**config.mk**
```make
export PLATFORM = sky130hd
export DESIGN_NAME = tcc_ctrl
export DESIGN_NICKNAME = d
export VERILOG_FILES = /design/src/rtl/tcc_pkg.sv /design/src/rtl/tcc_ctrl.sv
export VERILOG_INCLUDE_DIRS = /design/src /design/src/rtl
export SDC_FILE = /design/constraint.sdc
export NUM_CORES = 1
export LEC_CHECK = 0
export ABC_CLOCK_PERIOD_IN_PS = 5100
export BUFFER_PORTS_ARGS = -buffer_cell sky130_fd_sc_hd__clkbuf_2
export CORE_MARGIN = 1.5
export CORE_UTILIZATION = 55
export CTS_CLUSTER_SIZE = 30
export DETAILED_ROUTE_END_ITERATION = 12
export PLACE_DENSITY = 0.95
export SLEW_MARGIN = 10
export SYNTH_ARGS = -nofsm -noshare
export SYNTH_HDL_FRONTEND = slang
export SYNTH_SLANG_ARGS = --single-unit
```
**constraint.sdc**
```tcl
create_clock -name core_clk -period 5.1 [get_ports core_clk]
set_input_delay 0 -clock core_clk [delete_from_list [all_inputs] [get_ports core_clk]]
set_output_delay 0 -clock core_clk [all_outputs]
set_load 0.05 [all_outputs]
```
**src/rtl/tcc_cfg.svh**
```systemverilog
// register map, field layout and codes of the timer configuration block
// Overview of operation
// clock field 0000 stops; 0001..0111 divide by 1,2,4,8,64,256,1024
// clock field top bit set: low bits pick event channel as count clock
// software selects undivided clock whenever high-resolution extension is on
// waveform modes: channel enable puts waveform on pin instead of port value
// capture actions: channel enable gates capture of that channel
// mode picks TOP source and update point; 010 and 100 reserved
// wrap flag at TOP, BOTTOM or both depending on waveform mode
// normal mode makes no waveform; others reach pins only when enabled
// software sets port pin direction to output to see the waveform
// while stopped, compare output value bits set each waveform level
// event action field selects none, capture, up/down, decode, restart...
// capture actions turn compare registers to capture, error means overflow
// event delay bit delays selected event input by one clock
// event source 0000 none, 0001..0111 reserved, 1nnn channel n
// selected event channel acts only with a non-none event action
// capture: channel n feeds A, n+1..n+3 modulo eight feed B, C, D
// width mode 00 normal, 01 clear high byte, 10 split, 11 reserved
// first level register bits 3:2 enable and prioritise error interrupt
// first level register bits 1:0 enable and prioritise wrap interrupt
// second level register: two bits per channel, D high to A low
// reserved bits read zero and ignore writes; software writes zeros
// level 00 disables a request; 01,10,11 low, medium, high
`ifndef TCC_CFG_SVH
`define TCC_CFG_SVH

`define TCC_IDX_CLK       4'h0
`define TCC_IDX_WAVE      4'h1
`define TCC_IDX_CMPOUT    4'h2
`define TCC_IDX_EVENT     4'h3
`define TCC_IDX_WIDTH     4'h4
`define TCC_IDX_ERRWRAP   4'h6
`define TCC_IDX_CHIRQ     4'h7
`define TCC_IDX_STATUS    4'hE

`define TCC_MASK_CLK      8'h0F
`define TCC_MASK_WAVE     8'hF7
`define TCC_MASK_CMPOUT   8'h0F
`define TCC_MASK_EVENT    8'hFF
`define TCC_MASK_WIDTH    8'h03
`define TCC_MASK_ERRWRAP  8'h0F
`define TCC_MASK_CHIRQ    8'hFF
`define TCC_RESET_VALUE   8'h00

`define TCC_CLK_OFF       4'h0
`define TCC_WAVE_MODE_LSB 0
`define TCC_CHEN_LSB      4
`define TCC_EVENT_SOURCE_SEL_LSB     0
`define TCC_EVENT_DELAY_BIT     4
`define TCC_EVENT_ACTION_SEL_LSB     5
`define TCC_WRAPLVL_LSB   0
`define TCC_ERRLVL_LSB    2
`define TCC_PRESC_W       10

`endif

```
**src/rtl/tcc_pkg.sv**
```systemverilog
// types of the timer configuration block
package tcc_pkg;

   typedef enum logic [2:0] {
      TCC_WAVE_NORMAL = 3'h0,
      TCC_WAVE_FREQ   = 3'h1,
      TCC_WAVE_RSV2   = 3'h2,
      TCC_WAVE_SINGLE = 3'h3,
      TCC_WAVE_RSV4   = 3'h4,
      TCC_WAVE_DS_TOP = 3'h5,
      TCC_WAVE_DS_BTH = 3'h6,
      TCC_WAVE_DS_BOT = 3'h7
   } tcc_wave_type;

   typedef enum logic [2:0] {
      TCC_ACT_NONE    = 3'h0,
      TCC_ACT_INPUT_CAPTURE_ACTION    = 3'h1,
      TCC_ACT_EVENT_UP_DOWN_COUNT  = 3'h2,
      TCC_ACT_QUADRATURE_DECODE    = 3'h3,
      TCC_ACT_RESTART = 3'h4,
      TCC_ACT_FRQCAP  = 3'h5,
      TCC_ACT_PWCAP   = 3'h6,
      TCC_ACT_RSV     = 3'h7
   } tcc_action_type;

   typedef enum logic [1:0] {
      TCC_WIDTH_NORMAL = 2'h0,
      TCC_WIDTH_HBCLR  = 2'h1,
      TCC_WIDTH_SPLIT  = 2'h2,
      TCC_WIDTH_RSV    = 2'h3
   } tcc_width_type;

   typedef struct packed {
      logic [7:0] clk_src;
      logic [7:0] wave;
      logic [7:0] cmp_out;
      logic [7:0] event_ctl;
      logic [7:0] width;
      logic [7:0] err_wrap_lvl;
      logic [7:0] ch_lvl;
      logic [9:0] presc;
      logic [7:0] ev_dly;
      logic       ack;
      logic [7:0] rdata;
      logic       count_tick;
      logic       action_event;
      logic [3:0] capture_event;
      logic [3:0] capture_en;
      logic [3:0] pin_value;
      logic [3:0] pin_override;
      logic       top_from_cca;
      logic       update_at_bottom;
      logic       wrap_at_top;
      logic       wrap_at_bottom;
      logic       dual_slope;
      logic       capture_mode;
      logic       high_byte_clear;
      logic       dual_8bit;
      logic [1:0] err_irq;
      logic [1:0] wrap_irq;
      logic [7:0] ch_irq;
   } tcc_state_type;

endpackage

```
**src/rtl/tcc_ctrl.sv**
```systemverilog
// timer configuration registers, count clock, event routing, pin override
`timescale 1ns/1ps
`default_nettype none
`include "tcc_cfg.svh"

module tcc_ctrl #(
   parameter int ADR_W = 6
) (
   input  wire logic             core_clk,
   input  wire logic             srst,
   input  wire logic             clk_en,
   input  wire logic [ADR_W-1:0] wb_adr_i,
   input  wire logic [31:0]      wb_dat_i,
   input  wire logic [3:0]       wb_sel_i,
   input  wire logic             wb_we_i,
   input  wire logic             wb_cyc_i,
   input  wire logic             wb_stb_i,
   output logic      [31:0]      wb_dat_o,
   output logic                  wb_ack_o,
   input  wire logic [7:0]       event_ch,
   input  wire logic [3:0]       wave_gen,
   input  wire logic [3:0]       port_out,
   input  wire logic             error_flag,
   input  wire logic             wrap_flag,
   input  wire logic [3:0]       channel_flag,
   output logic                  count_tick,
   output logic                  action_event,
   output logic      [2:0]       event_action_sel,
   output logic      [3:0]       capture_event,
   output logic      [3:0]       capture_en,
   output logic      [3:0]       waveform_output_pin,
   output logic      [3:0]       pin_override,
   output logic                  top_from_cca,
   output logic                  update_at_bottom,
   output logic                  wrap_at_top,
   output logic                  wrap_at_bottom,
   output logic                  dual_slope,
   output logic                  capture_mode,
   output logic                  high_byte_clear,
   output logic                  dual_8bit_mode,
   output logic      [1:0]       error_irq_req,
   output logic      [1:0]       wrap_irq_req,
   output logic      [7:0]       channel_irq_req
);

   ////////////////////////////////////////////////////////////////////////
   // helpers

   // prescaler tap for a divided clock code
   function automatic logic tap_hit(
      input logic [3:0] sel,
      input logic [9:0] cnt
   );
      logic hit;
      hit = 1'b0;
      unique case (sel[2:0])
         3'h1: hit = 1'b1;
         3'h2: hit = (cnt[0] == 1'b1);
         3'h3: hit = (cnt[1:0] == 2'h3);
         3'h4: hit = (cnt[2:0] == 3'h7);
         3'h5: hit = (cnt[5:0] == 6'h3F);
         3'h6: hit = (cnt[7:0] == 8'hFF);
         3'h7: hit = (cnt[9:0] == 10'h3FF);
         3'h0: hit = 1'b0;
      endcase
      return hit;
   endfunction

   // request level gated by its flag; level 00 means disabled
   function automatic logic [1:0] lvl_gate(
      input logic [1:0] lvl,
      input logic       flag
   );
      return flag ? lvl : 2'h0;
   endfunction

   // event channel picked from a base index with a wrapping offset
   function automatic logic pick_ch(
      input logic [7:0] ch,
      input logic [2:0] base,
      input logic [2:0] offs
   );
      logic [2:0] idx;
      idx = 3'(base + offs);
      return ch[idx];
   endfunction

   // capture action decode
   function automatic logic is_capture(input logic [2:0] act);
      return (act == tcc_pkg::TCC_ACT_INPUT_CAPTURE_ACTION)
          || (act == tcc_pkg::TCC_ACT_FRQCAP)
          || (act == tcc_pkg::TCC_ACT_PWCAP);
   endfunction

   ////////////////////////////////////////////////////////////////////////
   // state

   tcc_pkg::tcc_state_type st;
   tcc_pkg::tcc_state_type next_st;

   logic [3:0] idx;
   logic       req;
   logic       wr;

   assign idx = wb_adr_i[5:2];
   assign req = wb_cyc_i && wb_stb_i && !st.ack;
   assign wr  = req && wb_we_i && wb_sel_i[0];

   ////////////////////////////////////////////////////////////////////////
   // next state

   always_comb begin
      logic [3:0] clk_sel;
      logic [2:0] wmode;
      logic [2:0] act;
      logic [3:0] ev_sel;
      logic [3:0] ch_en;
      logic [7:0] ev_in;
      logic       ev_valid;
      logic       running;
      logic       wave_on;
      logic       input_capture_action;
      logic [7:0] rd;
      clk_sel  = 4'h0;
      wmode    = 3'h0;
      act      = 3'h0;
      ev_sel   = 4'h0;
      ch_en    = 4'h0;
      ev_in    = 8'h00;
      ev_valid = 1'b0;
      running  = 1'b0;
      wave_on  = 1'b0;
      input_capture_action     = 1'b0;
      rd       = 8'h00;
      next_st  = st;

      // bus write; reserved bits stay zero
      next_st.ack = req;
      if (wr) begin
         unique case (idx)
            `TCC_IDX_CLK:
               next_st.clk_src = wb_dat_i[7:0] & `TCC_MASK_CLK;
            `TCC_IDX_WAVE:
               next_st.wave = wb_dat_i[7:0] & `TCC_MASK_WAVE;
            `TCC_IDX_CMPOUT:
               next_st.cmp_out = wb_dat_i[7:0] & `TCC_MASK_CMPOUT;
            `TCC_IDX_EVENT:
               next_st.event_ctl = wb_dat_i[7:0] & `TCC_MASK_EVENT;
            `TCC_IDX_WIDTH:
               next_st.width = wb_dat_i[7:0] & `TCC_MASK_WIDTH;
            `TCC_IDX_ERRWRAP:
               next_st.err_wrap_lvl = wb_dat_i[7:0] & `TCC_MASK_ERRWRAP;
            `TCC_IDX_CHIRQ:
               next_st.ch_lvl = wb_dat_i[7:0] & `TCC_MASK_CHIRQ;
            default: begin
            end
         endcase
      end

      // bus read; unmapped words read zero
      unique case (idx)
         `TCC_IDX_CLK:     rd = st.clk_src;
         `TCC_IDX_WAVE:    rd = st.wave;
         `TCC_IDX_CMPOUT:  rd = st.cmp_out;
         `TCC_IDX_EVENT:   rd = st.event_ctl;
         `TCC_IDX_WIDTH:   rd = st.width;
         `TCC_IDX_ERRWRAP: rd = st.err_wrap_lvl;
         `TCC_IDX_CHIRQ:   rd = st.ch_lvl;
         `TCC_IDX_STATUS:
            rd = {3'h0,
                  st.dual_8bit,
                  st.high_byte_clear,
                  st.capture_mode,
                  st.count_tick,
                  (st.clk_src[3:0] != `TCC_CLK_OFF)};
         default:          rd = 8'h00;
      endcase
      next_st.rdata = req ? rd : 8'h00;

      // field decode from the current registers
      clk_sel = st.clk_src[3:0];
      wmode   = st.wave[`TCC_WAVE_MODE_LSB +: 3];
      ch_en   = st.wave[`TCC_CHEN_LSB +: 4];
      act     = st.event_ctl[`TCC_EVENT_ACTION_SEL_LSB +: 3];
      ev_sel  = st.event_ctl[`TCC_EVENT_SOURCE_SEL_LSB +: 4];
      running = (clk_sel != `TCC_CLK_OFF);
      input_capture_action    = is_capture(act);

      // prescaler runs only while a divided clock is selected
      if (running && !clk_sel[3]) begin
         next_st.presc = st.presc + 10'h001;
      end else begin
         next_st.presc = 10'h000;
      end

      // count clock from a prescaler tap or an event channel
      if (clk_sel[3]) begin
         next_st.count_tick = event_ch[clk_sel[2:0]];
      end else begin
         next_st.count_tick = tap_hit(clk_sel, st.presc);
      end

      // event input, optionally one clock late
      next_st.ev_dly = event_ch;
      if (st.event_ctl[`TCC_EVENT_DELAY_BIT]) begin
         ev_in = st.ev_dly;
      end else begin
         ev_in = event_ch;
      end

      // only 1nnn names a channel
      ev_valid = ev_sel[3];

      // non-capture actions see channel n alone
      next_st.action_event = 1'b0;
      if (ev_valid) begin
         unique case (act)
            tcc_pkg::TCC_ACT_NONE: begin
               next_st.action_event = 1'b0;
            end
            tcc_pkg::TCC_ACT_EVENT_UP_DOWN_COUNT,
            tcc_pkg::TCC_ACT_QUADRATURE_DECODE,
            tcc_pkg::TCC_ACT_RESTART: begin
               next_st.action_event = ev_in[ev_sel[2:0]];
            end
            tcc_pkg::TCC_ACT_INPUT_CAPTURE_ACTION,
            tcc_pkg::TCC_ACT_FRQCAP,
            tcc_pkg::TCC_ACT_PWCAP: begin
               // capture actions route per channel below
               next_st.action_event = 1'b0;
            end
            tcc_pkg::TCC_ACT_RSV: begin
               // reserved action does nothing
               next_st.action_event = 1'b0;
            end
         endcase
      end

      // capture routing, channel n to A, wrapping upward to D
      for (int k = 0; k < 4; k++) begin
         next_st.capture_event[k] = ev_valid && input_capture_action && ch_en[k]
            && pick_ch(ev_in, ev_sel[2:0], 3'(k));
      end
      next_st.capture_en   = input_capture_action ? ch_en : 4'h0;
      next_st.capture_mode = input_capture_action;

      // waveform mode decode
      next_st.top_from_cca     = 1'b0;
      next_st.update_at_bottom = 1'b0;
      next_st.wrap_at_top      = 1'b0;
      next_st.wrap_at_bottom   = 1'b0;
      next_st.dual_slope       = 1'b0;
      unique case (wmode)
         tcc_pkg::TCC_WAVE_NORMAL: begin
            next_st.wrap_at_top = 1'b1;
         end
         tcc_pkg::TCC_WAVE_FREQ: begin
            next_st.top_from_cca = 1'b1;
            next_st.wrap_at_top  = 1'b1;
         end
         tcc_pkg::TCC_WAVE_SINGLE: begin
            next_st.update_at_bottom = 1'b1;
            next_st.wrap_at_bottom   = 1'b1;
         end
         tcc_pkg::TCC_WAVE_DS_TOP: begin
            next_st.update_at_bottom = 1'b1;
            next_st.wrap_at_top      = 1'b1;
            next_st.dual_slope       = 1'b1;
         end
         tcc_pkg::TCC_WAVE_DS_BTH: begin
            next_st.update_at_bottom = 1'b1;
            next_st.wrap_at_top      = 1'b1;
            next_st.wrap_at_bottom   = 1'b1;
            next_st.dual_slope       = 1'b1;
         end
         tcc_pkg::TCC_WAVE_DS_BOT: begin
            next_st.update_at_bottom = 1'b1;
            next_st.wrap_at_bottom   = 1'b1;
            next_st.dual_slope       = 1'b1;
         end
         default: begin
            // reserved codes leave every decode low
         end
      endcase

      // a waveform exists only in frequency or PWM modes
      wave_on = (wmode == tcc_pkg::TCC_WAVE_FREQ)
             || (wmode == tcc_pkg::TCC_WAVE_SINGLE)
             || wmode[2] && (wmode != tcc_pkg::TCC_WAVE_RSV4);

      // pin override and level seen on each pin
      for (int k = 0; k < 4; k++) begin
         next_st.pin_override[k] = wave_on && ch_en[k] && !input_capture_action;
         if (!next_st.pin_override[k]) begin
            next_st.pin_value[k] = port_out[k];
         end else if (!running) begin
            next_st.pin_value[k] = st.cmp_out[k];
         end else begin
            next_st.pin_value[k] = wave_gen[k];
         end
      end

      // counter width
      next_st.high_byte_clear = 1'b0;
      next_st.dual_8bit       = 1'b0;
      unique case (st.width[1:0])
         tcc_pkg::TCC_WIDTH_NORMAL: begin
            // plain sixteen-bit count
         end
         tcc_pkg::TCC_WIDTH_HBCLR: begin
            next_st.high_byte_clear = 1'b1;
         end
         tcc_pkg::TCC_WIDTH_SPLIT: begin
            next_st.dual_8bit = 1'b1;
         end
         tcc_pkg::TCC_WIDTH_RSV: begin
            // reserved code leaves both low
         end
      endcase

      // interrupt requests at their programmed level
      next_st.err_irq = lvl_gate(
         st.err_wrap_lvl[`TCC_ERRLVL_LSB +: 2], error_flag);
      next_st.wrap_irq = lvl_gate(
         st.err_wrap_lvl[`TCC_WRAPLVL_LSB +: 2], wrap_flag);
      for (int k = 0; k < 4; k++) begin
         next_st.ch_irq[2*k +: 2] =
            lvl_gate(st.ch_lvl[2*k +: 2], channel_flag[k]);
      end
   end

   ////////////////////////////////////////////////////////////////////////
   // registers

   always_ff @(posedge core_clk) begin
      if (srst) begin
         st <= '0;
      end else if (clk_en) begin
         st <= next_st;
      end
   end

   ////////////////////////////////////////////////////////////////////////
   // outputs

   assign wb_dat_o            = {24'h000000, st.rdata};
   assign wb_ack_o            = st.ack;
   assign count_tick          = st.count_tick;
   assign action_event        = st.action_event;
   assign event_action_sel    = st.event_ctl[`TCC_EVENT_ACTION_SEL_LSB +: 3];
   assign capture_event       = st.capture_event;
   assign capture_en          = st.capture_en;
   assign waveform_output_pin = st.pin_value;
   assign pin_override        = st.pin_override;
   assign top_from_cca        = st.top_from_cca;
   assign update_at_bottom    = st.update_at_bottom;
   assign wrap_at_top         = st.wrap_at_top;
   assign wrap_at_bottom      = st.wrap_at_bottom;
   assign dual_slope          = st.dual_slope;
   assign capture_mode        = st.capture_mode;
   assign high_byte_clear     = st.high_byte_clear;
   assign dual_8bit_mode      = st.dual_8bit;
   assign error_irq_req       = st.err_irq;
   assign wrap_irq_req        = st.wrap_irq;
   assign channel_irq_req     = st.ch_irq;

endmodule // tcc_ctrl
`default_nettype wire

```
==> impl_metrics.tcl <==
set metrics [dict create \
    outcome "finished clean" \
    final_layout_size_suffix_gt1_share_pct 19.4 \
    grt_antenna_before_repair 0 \
    die_area_um2 10600 \
    detailedPlacementHpwl_um 9250 \
    setup-tns-final_ns 0 \
    num-fill-cells 844 \
    design.portCount 144 \
    mappedNetlistArea_um2 5520 \
    synth_commonest_cells "sky130_fd_sc_hd__dfxtp_1 (102), sky130_fd_sc_hd__nor2_1 (86), sky130_fd_sc_hd__mux2i_1 (68)" \
    placement.cell_area_um2 5560 \
    postSynth.asyncResetShare_pct 0 \
    drt-wirelength-per-cell_um 15.8 \
    route.detailed.vias_per_inst 5.65 \
    cts_repair_resize_count 0 \
    min_delay_startpoint "port_out[1]" \
    synth_sequential_area_ratio_pct 37.0 \
    dr.first_iter.drc_count 319 \
    cts.htree.levels 3 \
    fp.coreArea_um2 9770 \
    r2r_setup_slack_ns 2.66 \
    grtUsageTotal_pct 25.1 \
    critical_path_peak_fanout 19 \
    fmax_mhz 409 \
    fin_util_pct 61.4 \
    share_of_the_synthesized_netlist_area_taken_by_xor_and_xnor_gates_pct 1.74 \
    min_path_cells 4 \
    main_combinational_cell_family_by_area_after_synthesis "simple AND/OR/NAND/NOR gates" \
    synth_adder_area_share_pct 0.906 \
    skew_ns 0.0178 \
    cts_root_buffer "sky130_fd_sc_hd__clkbuf_8" \
    post_synth_top_area_cell "sky130_fd_sc_hd__dfxtp_1" \
    critical_path_arrival_ns 2.72 \
    final-setup-viol-count 0 \
    synth_top_cell_area_share_pct 37.0 \
    fin_crit_sh_pct 47.9 \
    postSynthCellCount 635 \
    synth_top_cells_by_area "sky130_fd_sc_hd__dfxtp_1 (37%), sky130_fd_sc_hd__mux2i_1 (12%), sky130_fd_sc_hd__buf_4 (8.6%), sky130_fd_sc_hd__nor2_1 (5.8%), sky130_fd_sc_hd__a21oi_1 (4.4%)" \
    yosys.cell_types.count 56 \
    final.min_clock_period_ns 2.44 \
    num_rows 36 \
    crit_type "reg -> reg" \
    drt_wl_total_um 13000 \
    grt_pass1_wl_um 20700 \
    detail_route.drc_violations 0 \
    critical_path.startpoint_type "register" \
    final_max_slew_viol_count 0 \
    kind_of_end_point_of_the_critical_path "register" \
    floorplan.initialDensity_pct 56.5 \
    synthSimpleGateAreaFrac_pct 18.6 \
    ys_ff_latch 102 \
    dominantRegCellSynth "sky130_fd_sc_hd__dfxtp_1" \
    timing.rr.end "capture_event[3]" \
    first_pass_iters 5 \
    irDropWorstVdd_v 0.000131 \
    report.final.hold_viol_count 0 \
    synth_compound_gate_area_share_pct 12.6 \
    antenna_cells 0 \
    cellPowerDensity_nw_per_um2 251 \
    layout.cell_area.non_filler_um2 6000 \
    worst_hold_slack_ns 0.0204 \
    end_point_of_the_worst_hold_path "waveform_output_pin[1]" \
    maxCapViolCount 0 \
    holdCritPathClass "in -> reg" \
    critical_path_required_ns 5.37 \
    grt_pass1_vias 4253 \
    port_buffers 90 \
    maxSlewHeadroom_pct 44.9 \
    power.leakage_nw 2.33 \
    muxShareOfSynthArea_pct 16.1 \
    layout-area-overhead-vs-synth_pct 8.66 \
    chipWidth_um 103 \
    drt.antenna.violating_nets 0 \
    max-clock-path-buffers 2 \
    chipHeight_um 103 \
    cts.sink_count 102 \
    grt_max_degree 52 \
    rsz0062_at_grt "false" \
    synth_edf_count 0 \
    cts.clk_slew.worst_paths_ns 0.12 \
    synthMostInstantiatedCell "sky130_fd_sc_hd__dfxtp_1" \
    gpl.final_weighted_congestion 0.953 \
    timing_worst_slew_pin_value_ns 0.823 \
    r2r_start "st[89]" \
    via_count 4654 \
    layout.nets 759 \
    grt_remaining_overflow 0 \
    yosys_warnings 0 \
    cts_buffers 9 \
    avgSynthCellArea_um2 8.70 \
    tritoncts_clock_tree "yes" \
    worst-r2r-cell-count 7 \
    worst_skew_pair.late_latency_ns 0.39 \
]
-- registers in the layout (all words and copies together) (netlist names), 2 cells and up --
name / count
pin_override: 4
capture_event: 4
capture_en: 4
event_action_sel: 3
error_irq_req: 2
st: 52
wb_dat_o: 8
waveform_output_pin: 4
channel_irq_req: 8
wrap_irq_req: 2
-- worst max-delay path, cell delays in order (launching register included) --
cell and delay (ns):
sky130_fd_sc_hd__dfxtp_1 0.84, sky130_fd_sc_hd__inv_1 0.10, sky130_fd_sc_hd__ha_1 0.49, sky130_fd_sc_hd__mux2i_1 0.22, sky130_fd_sc_hd__o22ai_1 0.09, sky130_fd_sc_hd__a221oi_1 0.21, sky130_fd_sc_hd__o21ai_0 0.13, sky130_fd_sc_hd__a32o_1 0.25
-- routing by layer --
| metal | vias to the layer above | wire length [um] | share of wire, % | track usage (%) |
|---|---|---|---|---|
| met5 | - | 0 | 0 | 0 |
| met1 | 2172 | 5430 | 42 | 31.3 |
| met2 | 219 | 6150 | 47 | 42.0 |
| met3 | 35 | 1110 | 8.5 | 6.65 |
| li1 | 2228 | - | - | - |
| met4 | 0 | 345 | 2.6 | 8.84 |
-- logic make-up after synthesis --
family | count (synthesis)
compound gates | 110
xor+xnor | 11
fa+ha+maj | 4
buf+inv | 108
flops | 102
mux | 82
other cells | 1
simple gates | 217
-- layout make-up --
type / instances / area [um2] / area share [%]
Tap cell: 133 / 166 / 2.77
Clock inverter: 7 / 78.8 / 1.31
Sequential cell: 102 / 2040 / 34.0
Timing Repair Buffer: 117 / 713 / 11.9
Multi-Input combinational cell: 448 / 2850 / 47.5
Inverter: 7 / 26.3 / 0.438
Clock buffer: 9 / 124 / 2.06
-- cells in the final DEF, fill, tap and decap left out, types with 5 or more instances in the layout --
master | netlist | layout
sky130_fd_sc_hd__mux2_2 | 10 | 10
sky130_fd_sc_hd__clkbuf_8 | 4 | 9
sky130_fd_sc_hd__nand4_1 | 6 | 6
sky130_fd_sc_hd__nor3_1 | 5 | 5
sky130_fd_sc_hd__a221oi_1 | 5 | 5
sky130_fd_sc_hd__nand3_1 | 30 | 30
sky130_fd_sc_hd__nor2b_1 | 9 | 9
sky130_fd_sc_hd__dlygate4sd3_1 | 0 | 24
sky130_fd_sc_hd__xor2_1 | 6 | 6
sky130_fd_sc_hd__dfxtp_1 | 102 | 102
sky130_fd_sc_hd__conb_1 | 1 | 24
sky130_fd_sc_hd__nor2_1 | 86 | 86
sky130_fd_sc_hd__nand2_1 | 54 | 54
sky130_fd_sc_hd__inv_1 | 7 | 7
sky130_fd_sc_hd__clkbuf_2 | 0 | 90
sky130_fd_sc_hd__o21ai_0 | 17 | 17
sky130_fd_sc_hd__mux2i_1 | 68 | 68
sky130_fd_sc_hd__a21oi_1 | 49 | 49
sky130_fd_sc_hd__a32o_1 | 6 | 6
sky130_fd_sc_hd__xnor2_1 | 5 | 5
sky130_fd_sc_hd__a22oi_1 | 12 | 12
-- report_power, final --
part           switching, mW  internal, mW
clock network          0.318         0.198
logic                  0.126        0.0514
registers            0.00688         0.804
total                  0.450          1.05
-- through the flow --
| stage | setup slack [ns] | total power [mW] | cells |
|---|---|---|---|
| floorplan | 2.84 | 0.966 | 658 |
| global route | 2.40 | 1.56 | 823 |
| detailed placement | 2.67 | 0.989 | 783 |
| finish | 2.66 | 1.50 | 823 |
| global placement | 2.73 | 0.987 | 783 |
| CTS | 2.67 | 1.51 | 823 |
-- worst max path at each step --
stage                start                to  slack, ns  depth (start not counted)
floorplan           st[89]  capture_event[1]       2.84                         10
global placement    st[89]  capture_event[1]       2.73                          7
detailed placement  st[89]  capture_event[1]       2.67                          7
CTS                 st[89]  capture_event[1]       2.67                          7
global route        st[89]  capture_event[3]       2.40                          7
finish              st[89]  capture_event[3]       2.66                          7
-- repair_timing --
item	4_1_cts	5_1_grt
hold buffers	24	0
buffers inserted	0	0
setup endpoints to repair	0	0
hold endpoints to repair	43	0
(Power assumes the default switching activity.)
